## src/shared/rtcp_pkg.sv

```systemverilog
// rtcp_pkg: register map, field layout, reset values and helpers
// for the rtc trim and posted-write status block.
// assumes a 32-bit apb register bus with byte addresses.
package rtcp_pkg;

    // ------------------------------------------------------------
    // bus geometry
    // ------------------------------------------------------------
    localparam int ADDR_W = 8;
    localparam int DATA_W = 32;

    // ------------------------------------------------------------
    // register offsets
    // ------------------------------------------------------------
    localparam logic [7:0] OFS_MAIN_CTRL = 8'h00;
    localparam logic [7:0] OFS_TRIM_CFG = 8'h04;
    localparam logic [7:0] OFS_PEND_STAT = 8'h08;
    localparam logic [7:0] OFS_S1_LOW = 8'h0c;
    localparam logic [7:0] OFS_S2_LOW = 8'h10;
    localparam logic [7:0] OFS_S3_LOW = 8'h14;
    localparam logic [7:0] OFS_S1_HIGH = 8'h18;
    localparam logic [7:0] OFS_COUNT = 8'h1c;
    localparam logic [7:0] OFS_TRIM_STAT = 8'h20;

    // ------------------------------------------------------------
    // field positions and reset values
    // ------------------------------------------------------------
    localparam int CTRL_CNT_EN = 0;
    localparam int CTRL_TRIM_EN = 1;
    localparam int TRM_VAL_LSB = 0;
    localparam int TRM_VAL_W = 3;
    localparam int TRM_ADD = 3;
    localparam int TRM_IVL_LSB = 4;
    localparam int TRM_EXP_LSB = 6;
    localparam int TRM_W = 10;
    localparam logic [9:0] TRM_RESET = 10'h380;
    localparam logic [1:0] CTRL_RESET = 2'h0;
    localparam int DUR_W = 16;
    localparam logic [15:0] DUR_RESET = 16'h0000;
    localparam int NUM_SLOTS = 4;
    localparam int PEND_S1_LOW = 0;
    localparam int PEND_S2_LOW = 1;
    localparam int PEND_S3_LOW = 2;
    localparam int PEND_S1_HIGH = 4;

    // ------------------------------------------------------------
    // trim interval limits
    // ------------------------------------------------------------
    localparam logic [3:0] EXP_MIN = 4'h2;
    localparam logic [3:0] EXP_MAX = 4'he;
    localparam int UNITS_W = 18;
    localparam int PRESCALE_CYC = 100;

    // out-of-range exponents fall back to the maximum
    function automatic logic [3:0] eff_exp(input logic [3:0] e);
        eff_exp = (e < EXP_MIN || e > EXP_MAX) ? EXP_MAX : e;
    endfunction : eff_exp

endpackage : rtcp_pkg

```

## src/shared/rtcp_trim_if.sv

```systemverilog
// rtcp_trim_if: links the register file to the trim interval timer.
// assumes both ends sit on the same pclk.
`timescale 1ns/100ps
`default_nettype none
interface rtcp_trim_if;
    logic tick;
    logic run;
    logic [3:0] exp_min;
    logic [1:0] interval_select;
    logic trim_pulse;
    logic [17:0] units;
    modport ctl (output tick, run, exp_min, interval_select, input trim_pulse, units);
    modport tmr (input tick, run, exp_min, interval_select, output trim_pulse, units);
endinterface : rtcp_trim_if
`default_nettype wire

```

## src/hdl/rtcp_post_slot.sv

```systemverilog
// rtcp_post_slot: one posted-write slot for a strobe duration register.
// assumes the writer only strobes wr while pending is low.
`timescale 1ns/100ps
`default_nettype none
module rtcp_post_slot #(
    parameter int W = 16,
    parameter logic [15:0] RST = 16'h0000
) (
    // clock and reset
    input wire logic pclk,
    input wire logic presetn,
    // posting side
    input wire logic wr,
    input wire logic [W-1:0] wdata,
    input wire logic tick,
    // results
    output logic pending,
    output logic [W-1:0] value
);
    logic [W-1:0] buf_q;
    logic pend_q;
    logic [W-1:0] val_q;

    // a write parks in the buffer; the next prescaled tick commits it
    always_ff @(posedge pclk or negedge presetn) begin
        if (!presetn) begin
            pend_q <= 1'b0;
            buf_q <= '0;
            val_q <= RST;
        end else if (wr && !pend_q) begin
            pend_q <= 1'b1;
            buf_q <= wdata;
        end else if (pend_q && tick) begin
            pend_q <= 1'b0;
            val_q <= buf_q;
        end
    end

    assign pending = pend_q;
    assign value = val_q;
endmodule : rtcp_post_slot
`default_nettype wire

```

## src/hdl/rtcp_top.sv

```systemverilog
// rtcp_top: apb register file for the rtc count trim and posted
// strobe-duration writes, with the prescaler and count it trims.
// assumes a single pclk and an apb master keeping apb3 signalling.
// posted writes commit on the next prescale tick, so while the
// counter is stopped they stay pending and refuse further writes.
// every output comes straight from a flop.
//
// How it works
// - status bit 4 shows a pending channel 1 high-duration write
// - status bit 2 shows a pending channel 3 low-duration write
// - status bit 1 shows a pending channel 2 low-duration write
// - status bit 0 shows a pending channel 1 low-duration write
// - a write to a duration register still pending is refused
// - trim register holds trim amount and interval for count adjust
// - trim acts only with trim enable and counter enable both set
// - exponent in bits 9:6; interval is 2^(exp + 0..3)
// - exponent range 2 to 14, default 14, else treated as 14
// - interval select in bits 5:4 picks exponent offset 0 to 3
`timescale 1ns/100ps
`default_nettype none
module rtcp_top #(
    parameter int PRESCALE = rtcp_pkg::PRESCALE_CYC
) (
    // clock and reset
    input wire logic pclk,
    input wire logic presetn,
    // apb slave
    input wire logic psel,
    input wire logic penable,
    input wire logic pwrite,
    input wire logic [7:0] paddr,
    input wire logic [31:0] pwdata,
    output logic [31:0] prdata,
    output logic pready,
    output logic pslverr,
    // rtc results
    output logic [31:0] rtc_count,
    output logic [15:0] strobe1_low_duration,
    output logic [15:0] strobe2_low_duration,
    output logic [15:0] strobe3_low_duration,
    output logic [15:0] strobe1_high_duration
);

    // ------------------------------------------------------------
    // registers
    // ------------------------------------------------------------
    // software-visible configuration
    logic [1:0] ctrl_q;
    logic [9:0] trm_q;

    // rtc count and the stall left by a subtracting trim
    logic [31:0] count_q;
    logic [31:0] count_d;
    logic [2:0] stall_q;
    logic [2:0] stall_d;

    // prescaler divider and its one-cycle tick
    logic [15:0] div_q;
    logic tick_q;

    // apb answer, flopped so no input reaches an output directly
    logic [31:0] prdata_q;
    logic [31:0] prdata_d;
    logic pready_q;
    logic pslverr_q;
    logic err_d;

    // copies of the committed durations
    logic [15:0] dur1l_q;
    logic [15:0] dur2l_q;
    logic [15:0] dur3l_q;
    logic [15:0] dur1h_q;

    // ------------------------------------------------------------
    // apb phase decode
    // ------------------------------------------------------------
    logic setup;
    logic access;
    logic wr_ok;

    // setup is the first cycle of a transfer, access its last
    assign setup = psel && !penable;
    // pready_q is high only in the cycle after a setup cycle
    assign access = psel && penable && pready_q;

    // a write lands only at the access edge and only if not refused
    assign wr_ok = access && pwrite && !pslverr_q;

    // address hits
    logic hit_ctrl;
    logic hit_trm;
    logic hit_pend;
    logic hit_cnt;
    logic hit_tstat;
    logic [3:0] hit_slot;

    // exact byte compares, so unaligned addresses hit nothing
    assign hit_ctrl = paddr == rtcp_pkg::OFS_MAIN_CTRL;
    assign hit_trm = paddr == rtcp_pkg::OFS_TRIM_CFG;
    assign hit_pend = paddr == rtcp_pkg::OFS_PEND_STAT;
    assign hit_cnt = paddr == rtcp_pkg::OFS_COUNT;
    assign hit_tstat = paddr == rtcp_pkg::OFS_TRIM_STAT;
    // strobe duration registers, in status-bit order
    assign hit_slot[0] = paddr == rtcp_pkg::OFS_S1_LOW;
    assign hit_slot[1] = paddr == rtcp_pkg::OFS_S2_LOW;
    assign hit_slot[2] = paddr == rtcp_pkg::OFS_S3_LOW;
    assign hit_slot[3] = paddr == rtcp_pkg::OFS_S1_HIGH;

    logic mapped;
    logic ro_hit;
    assign mapped = hit_ctrl || hit_trm || hit_pend || hit_cnt ||
                    hit_tstat || (|hit_slot);
    // read-only registers refuse every write
    assign ro_hit = hit_pend || hit_cnt || hit_tstat;

    // ------------------------------------------------------------
    // posted duration slots
    // ------------------------------------------------------------
    // per-slot write strobes, pending flags and committed values
    logic [3:0] slot_wr;
    logic [3:0] slot_pend;
    logic [15:0] slot_val [4];
    logic slot_busy;

    // only the addressed slot sees the write strobe
    assign slot_wr = wr_ok ? hit_slot : 4'h0;
    // a slot already holding a posted write cannot take another
    assign slot_busy = |(hit_slot & slot_pend);

    // one slot per duration register, in status-bit order
    genvar gi;
    generate
        for (gi = 0; gi < rtcp_pkg::NUM_SLOTS; gi++) begin : g_slot
            rtcp_post_slot #(
                .W(rtcp_pkg::DUR_W),
                .RST(rtcp_pkg::DUR_RESET)
            ) u_slot (
                .pclk(pclk),
                .presetn(presetn),
                .wr(slot_wr[gi]),
                .wdata(pwdata[15:0]),
                .tick(tick_q),
                .pending(slot_pend[gi]),
                .value(slot_val[gi])
            );
        end
    endgenerate

    // pending flags packed into their status bit positions
    logic [15:0] pend_word;
    assign pend_word = {11'h000,
                        slot_pend[3],
                        // bit 3 has no slot in this block
                        1'b0,
                        slot_pend[2],
                        slot_pend[1],
                        slot_pend[0]};

    // ------------------------------------------------------------
    // trim interface and timer
    // ------------------------------------------------------------
    // the timer sees only the fields that it needs
    rtcp_trim_if trim_link ();

    logic cnt_en;
    logic trim_en;
    assign cnt_en = ctrl_q[rtcp_pkg::CTRL_CNT_EN];
    assign trim_en = ctrl_q[rtcp_pkg::CTRL_TRIM_EN];

    // trim runs only while both enables are set
    assign trim_link.tick = tick_q;
    assign trim_link.run = trim_en && cnt_en;
    assign trim_link.exp_min = trm_q[9:6];
    assign trim_link.interval_select = trm_q[5:4];

    // the timer owns the unit count of the running interval
    rtcp_trim_timer u_timer (
        .pclk(pclk),
        .presetn(presetn),
        .t(trim_link.tmr)
    );

    // trim fields
    // amount and polarity applied at each trim pulse
    logic [2:0] trim_val;
    logic trim_add;
    assign trim_val = trm_q[2:0];
    assign trim_add = trm_q[rtcp_pkg::TRM_ADD];

    // ------------------------------------------------------------
    // read mux and refusal, resolved in the setup cycle
    // ------------------------------------------------------------
    // reads have no side effects, so decoding early is safe
    // the mux is flopped, so prdata never glitches in access
    always_comb begin
        prdata_d = 32'h00000000;
        if (hit_ctrl) begin
            prdata_d = {30'h00000000, ctrl_q};
        end else if (hit_trm) begin
            prdata_d = {22'h000000, trm_q};
        end else if (hit_pend) begin
            prdata_d = {16'h0000, pend_word};
        end else if (hit_cnt) begin
            prdata_d = count_q;
        end else if (hit_tstat) begin
            // applied exponent next to the running unit count
            prdata_d = {4'h0, rtcp_pkg::eff_exp(trm_q[9:6]),
                        6'h00, trim_link.units};
        end else if (hit_slot[0]) begin
            prdata_d = {16'h0000, slot_val[0]};
        end else if (hit_slot[1]) begin
            prdata_d = {16'h0000, slot_val[1]};
        end else if (hit_slot[2]) begin
            prdata_d = {16'h0000, slot_val[2]};
        end else if (hit_slot[3]) begin
            prdata_d = {16'h0000, slot_val[3]};
        end
    end

    // unmapped, read-only or busy-slot writes answer with an error
    // reads of mapped registers never fail
    assign err_d = !mapped || (pwrite && (ro_hit || slot_busy));

    // one wait-free access cycle after each setup cycle
    // a refused transfer still completes in that one access cycle
    always_ff @(posedge pclk or negedge presetn) begin
        if (!presetn) begin
            pready_q <= 1'b0;
            pslverr_q <= 1'b0;
            prdata_q <= 32'h00000000;
        end else begin
            pready_q <= setup;
            pslverr_q <= setup && err_d;
            prdata_q <= (setup && !pwrite) ? prdata_d : 32'h00000000;
        end
    end

    // ------------------------------------------------------------
    // control and trim configuration registers
    // ------------------------------------------------------------
    // only a clean write at the access edge changes them
    always_ff @(posedge pclk or negedge presetn) begin
        if (!presetn) begin
            ctrl_q <= rtcp_pkg::CTRL_RESET;
            trm_q <= rtcp_pkg::TRM_RESET;
        end else if (wr_ok && hit_ctrl) begin
            ctrl_q <= pwdata[1:0];
        end else if (wr_ok && hit_trm) begin
            // stored as written; the timer clamps the exponent
            trm_q <= pwdata[9:0];
        end
    end

    // ------------------------------------------------------------
    // prescaler: one tick every PRESCALE cycles while counting
    // ------------------------------------------------------------
    // PRESCALE must be 2 or more so tick and trim pulse never meet
    // the tick is a one-cycle enable, never a derived clock
    // stopping the counter also freezes every posted write
    always_ff @(posedge pclk or negedge presetn) begin
        if (!presetn) begin
            div_q <= 16'h0000;
            tick_q <= 1'b0;
        end else if (!cnt_en) begin
            div_q <= 16'h0000;
            tick_q <= 1'b0;
        end else begin
            tick_q <= div_q == 16'(PRESCALE - 1);
            div_q <= (div_q == 16'(PRESCALE - 1)) ? 16'h0000
                     : div_q + 16'h0001;
        end
    end

    // ------------------------------------------------------------
    // rtc count with periodic trim
    // ------------------------------------------------------------
    // add jumps the count forward; subtract stalls for value ticks
    // a pulse never meets a tick, so the two branches cannot clash
    always_comb begin
        count_d = count_q;
        stall_d = stall_q;
        if (trim_link.trim_pulse) begin
            if (trim_add) begin
                count_d = count_q + {29'h00000000, trim_val};
            end else begin
                stall_d = trim_val;
            end
        end else if (tick_q) begin
            if (stall_q != 3'h0) begin
                stall_d = stall_q - 3'h1;
            end else begin
                count_d = count_q + 32'h00000001;
            end
        end
    end

    // count and stall advance together
    always_ff @(posedge pclk or negedge presetn) begin
        if (!presetn) begin
            count_q <= 32'h00000000;
            stall_q <= 3'h0;
        end else begin
            count_q <= count_d;
            stall_q <= stall_d;
        end
    end

    // ------------------------------------------------------------
    // output registers
    // ------------------------------------------------------------
    // committed durations are copied so every output is a flop
    always_ff @(posedge pclk or negedge presetn) begin
        if (!presetn) begin
            dur1l_q <= rtcp_pkg::DUR_RESET;
            dur2l_q <= rtcp_pkg::DUR_RESET;
            dur3l_q <= rtcp_pkg::DUR_RESET;
            dur1h_q <= rtcp_pkg::DUR_RESET;
        end else begin
            dur1l_q <= slot_val[0];
            dur2l_q <= slot_val[1];
            dur3l_q <= slot_val[2];
            dur1h_q <= slot_val[3];
        end
    end

    // apb answer
    assign prdata = prdata_q;
    assign pready = pready_q;
    assign pslverr = pslverr_q;

    // rtc results
    assign rtc_count = count_q;
    // committed durations
    assign strobe1_low_duration = dur1l_q;
    assign strobe2_low_duration = dur2l_q;
    assign strobe3_low_duration = dur3l_q;
    assign strobe1_high_duration = dur1h_q;

endmodule : rtcp_top
`default_nettype wire

```

## src/hdl/rtcp_trim_timer.sv

```systemverilog
// rtcp_trim_timer: counts prescaled units and pulses at each trim
// interval end. assumes tick is a one-cycle enable from the divider.
`timescale 1ns/100ps
`default_nettype none
module rtcp_trim_timer (
    // clock and reset
    input wire logic pclk,
    input wire logic presetn,
    // link to the register file
    rtcp_trim_if.tmr t
);
    logic [17:0] units_q;
    logic pulse_q;
    logic [4:0] shamt;
    logic [17:0] last;

    // interval is 2^(exp+ivl) units; exp is clamped first
    assign shamt = {1'b0, rtcp_pkg::eff_exp(t.exp_min)} + {3'h0, t.interval_select};
    assign last = (18'h00001 << shamt) - 18'h00001;

    // idle counter restarts whenever trimming is switched off
    always_ff @(posedge pclk or negedge presetn) begin
        if (!presetn) begin
            units_q <= '0;
            pulse_q <= 1'b0;
        end else if (!t.run) begin
            units_q <= '0;
            pulse_q <= 1'b0;
        end else if (t.tick) begin
            pulse_q <= (units_q >= last);
            units_q <= (units_q >= last) ? 18'h00000 : units_q + 18'h00001;
        end else begin
            pulse_q <= 1'b0;
        end
    end

    assign t.trim_pulse = pulse_q;
    assign t.units = units_q;
endmodule : rtcp_trim_timer
`default_nettype wire

```

## config.mk

```make
export PLATFORM = sky130hd
export DESIGN_NAME = rtcp_top
export DESIGN_NICKNAME = d
export VERILOG_FILES = /design/src/shared/rtcp_pkg.sv /design/src/shared/rtcp_trim_if.sv /design/src/hdl/rtcp_post_slot.sv /design/src/hdl/rtcp_top.sv /design/src/hdl/rtcp_trim_timer.sv
export SDC_FILE = /design/constraint.sdc
export NUM_CORES = 1
export LEC_CHECK = 0
export BUFFER_PORTS_ARGS = -buffer_cell sky130_fd_sc_hd__buf_4
export CAP_MARGIN = 20
export CELL_PAD_IN_SITES_DETAIL_PLACEMENT = 1
export CELL_PAD_IN_SITES_GLOBAL_PLACEMENT = 1
export CORE_ASPECT_RATIO = 0.5
export CORE_MARGIN = 5
export CORE_UTILIZATION = 35
export DETAILED_ROUTE_END_ITERATION = 10
export MAX_ROUTING_LAYER = met4
export PLACE_DENSITY_LB_ADDON = 0.1
export SLEW_MARGIN = 20
export SYNTH_ARGS = -nofsm -noshare
export SYNTH_HDL_FRONTEND = slang
export SYNTH_SLANG_ARGS = --single-unit
```

## constraint.sdc

```tcl
create_clock -name pclk -period 11.55 [get_ports pclk]
set_input_delay 0.5775 -clock pclk [delete_from_list [all_inputs] [get_ports pclk]]
set_output_delay 0.5775 -clock pclk [all_outputs]
set_load 0.01 [all_outputs]
```

==> flow_summary.toml <==
[cts]
ctsLongestPathBuffers = 3
post_cts_buffers = 0
numCtsBuffers = 29
clk_latency_ns = 0.59
cts_tree = "done"
clock_sinks = 313
clk_pin_slew_ns = 0.07
cts_max_level = 1
cts_root_buffer = "clkbuf_16"

[pwr]
peakVddDrop_mv = 0.0995
power.switching_mw = 0.532
power.leakage_nw = 8.04
power.density_mw_per_mm2 = 135
p_comb_frac = 0.050
clock_power_share = 0.437
intPower_mw = 1.67
power_mw = 2.20
netSwitchingFraction = 0.242
p_seq_frac = 0.514

[grt]
grt_pass1_wl_um = 63600
grt-ovfl-total = 0
grt_antenna_before_repair = 1
grt_pass1_vias = 10400
grtUsageTotal = 0.196
grt_max_degree = 85

[sta]
worst_pin_slew_ns = 1.08
max_freq_mhz = 165
rsz0062_at_grt = "no"
finalMaxSlewViolations = 0
fin_tns_setup_ns = 0
post-route-period-util = 0.526
final-hold-violation-count = 0
clock_skew_ns = 0.0240
layout_min_cycle_time_ns = 6.07
slew-limit-headroom = 0.277
setup_viol_count_final = 0

[cells_and_area]
finalNetCount = 1356
multiInputGateArea_sq_mm = 0.00545
n_fill_cell = 4188
drive_above_1_share = 0.288
areaGrowthSynthToFinish_pct = 19.6
final_common_cell = "dfrtp_1"
antenna_cells = 0
layout_common_cells = "dfrtp_1 (310), buf_4 (164), mux2_2 (140)"
seq_area_sq_mm = 0.00784

[floorplan]
die_x_um = 289
core_sq_mm = 0.0387
ios = 175
die_h_um = 150
rows = 51
die-area_sq_mm = 0.0432
start_util = 0.353

[synthesis]
synth_edf_count = 0
syn_area_sq_mm = 0.0136
ys_warn_count = 0
synthArstFlopShare = 1.00
avgSynthCellArea_sq_um = 12.0
synth-seq-cells = 313
synth-main-ff-cell = "dfrtp_1"
syn_nets = 1208
seq_area_frac_synth = 0.575
netlist_instances = 1133
synth.distinct_cells = 67

[critical_path]
critPathBufInv = 2
cp_data_arrival_time_ns = 6.52
cpPeakStageDelay_ns = 0.71
crit_required_ns = 12.00
path_cells = "or3_1, and3_1, ha_1, inv_1, fa_1, xnor2_1, nor2_1, nand3_1, ha_1, nand2_1, or4_1, o211ai_1, ha_1, nand4_1, nor4b_1, a31oi_1, and4b_1, buf_8, nand2_1, o311ai_0"
crit_family = "simple AND/OR/NAND/NOR gates"
r2r_cells = 20
end_kind = "register"
start_kind = "register"
cp_num_cells = 20
path_class = "reg -> reg"
slowest_stage = "dfstp_2"
cp_max_fo = 18
crit_top_cell = "ha_1"

[min_path]
holdPathStages = 2
hold_path.class = "in -> reg"

[route]
drt_first_pass_iters = 7
drc_errors = 0
vias_per_cell = 5.24
drt_iter0_drc = 482
postRouteAntennaNets = 0
num_vias = 9609
routed_wirelength_um = 41000
wire_per_inst_um = 22.3

[status]
status = "complete, no violations"

[job]
drv_cap = 0

[place]
place_congestion = 0.843
dp_hpwl_um = 29100
io_buffers = 158
routing by layer:
metal / vias up / part of all wire / GRT usage
li1: 4374 / - / -
met1: 5045 / 0.46 / 0.261
met2: 135 / 0.48 / 0.319
met3: 55 / 0.040 / 0.0382
met4: 0 / 0.017 / 0.0336
met5: - / 0 / -
flip-flops by register name, indices dropped and copies added (netlist names), 16 cells and up:
signal,flops
strobe1_high_duration,16
div_q,16
strobe2_low_duration,16
prdata,32
strobe3_low_duration,16
g_slot.u_slot.value,64
u_timer.t.units,18
rtc_count,32
strobe1_low_duration,16
g_slot.u_slot.buf_q,64
Yosys cell counts (5+ instances only):
master	instances	share of area
nor3_1	15	0.0055
o221ai_1	7	0.0045
mux2_2	140	0.12
a22o_1	7	0.0045
ha_1	28	0.026
or3_1	5	0.0023
dfrtp_1	310	0.57
nor2_1	67	0.018
a21o_1	13	0.0072
and3_1	28	0.013
xor2_1	21	0.013
inv_1	29	0.0080
o2bb2ai_1	8	0.0051
nand2b_1	17	0.0078
o22ai_1	5	0.0023
mux2i_1	10	0.0073
a31oi_1	16	0.0073
nor2b_1	9	0.0041
a21oi_1	37	0.014
a221oi_1	6	0.0039
nand2_1	74	0.020
a2bb2oi_1	5	0.0032
o21a_1	7	0.0039
o21ai_0	42	0.015
nor4_1	6	0.0028
a22oi_1	12	0.0066
and4_1	7	0.0045
xnor2_1	28	0.018
nand3_1	39	0.014
clkbuf_1	33	0.0091
buf_2	10	0.0037
o211ai_1	10	0.0055
nand4_1	16	0.0073
area by class of cell:
| class | count | area share |
|---|---|---|
| clock buffers | 38 | 0.0496 |
| flip-flops and latches | 313 | 0.481 |
| repair buffers | 170 | 0.0800 |
| well taps | 530 | 0.0407 |
| inverters | 30 | 0.00691 |
| clock inverters | 16 | 0.00813 |
| multi-input cells | 737 | 0.334 |
worst register-to-register path, stage by stage (launching register included):
cell      delay (ns)
dfstp_2         0.71
or3_1           0.19
and3_1          0.20
ha_1            0.21
inv_1           0.06
fa_1            0.54
xnor2_1         0.58
nor2_1          0.17
nand3_1         0.13
ha_1            0.39
nand2_1         0.22
or4_1           0.44
o211ai_1        0.15
ha_1            0.30
nand4_1         0.11
nor4b_1         0.07
a31oi_1         0.23
and4b_1         0.55
buf_8           0.24
nand2_1         0.10
o311ai_0        0.37
logic make-up (layout without fill, tap and decap cells):
group	after synthesis	after routing	share of synthesized area
compound gates	198	198	0.0979
xor+xnor	49	49	0.0315
fa+ha+maj	30	30	0.0286
buf+inv	83	254	0.0265
flops	313	313	0.575
mux	150	150	0.123
simple gates	310	310	0.118
power groups by stage:
stage               sequential (mW)  clock [mW]  combinational (mW)
floorplan                      1.15           0              0.0554
CTS                            1.13       0.993               0.112
detailed placement             1.15           0               0.111
finish                         1.13       0.962               0.109
global placement               1.15           0               0.107
global route                   1.13        1.04               0.125
metrics by stage:
step / util / instances / hold slack [ns] / setup WS [ns] / instance area, sq um
after floorplan: - / 1133 / 0.282 / 6.20 / 13600
after global placement: 0.396 / 1778 / 0.385 / 5.53 / 15300
after detailed placement: 0.396 / 1778 / 0.381 / 5.28 / 15300
after CTS: 0.421 / 1833 / 0.226 / 5.23 / 16300
after global routing: 0.422 / 1834 / 0.241 / 5.12 / 16300
final: 0.422 / 1834 / 0.255 / 5.48 / 16300
path summary, 6_finish.rpt:
check | start | to | slack, ns
setup / recovery | trm_q[9] | u_timer.t.units[13] | 5.48
min in group asynchronous | presetn | g_slot[1].u_slot.value[4] | 0.55
hold reg to reg | g_slot[2].u_slot.value[7] | strobe3_low_duration[7] | 0.40
max in group asynchronous | presetn | prdata[27] | 9.81
setup reg to reg | trm_q[9] | u_timer.t.units[13] | 5.48
hold / removal | pwdata[11] | g_slot[1].u_slot.buf_q[11] | 0.26
repair_timing:
| action | CTS | global route |
|---|---|---|
| hold buffers | 1 | 0 |
| endpoints found under the hold margin | 62 | 0 |
| resized for setup | 0 | 0 |
Note: power is estimated with default switching activity, not from simulation.
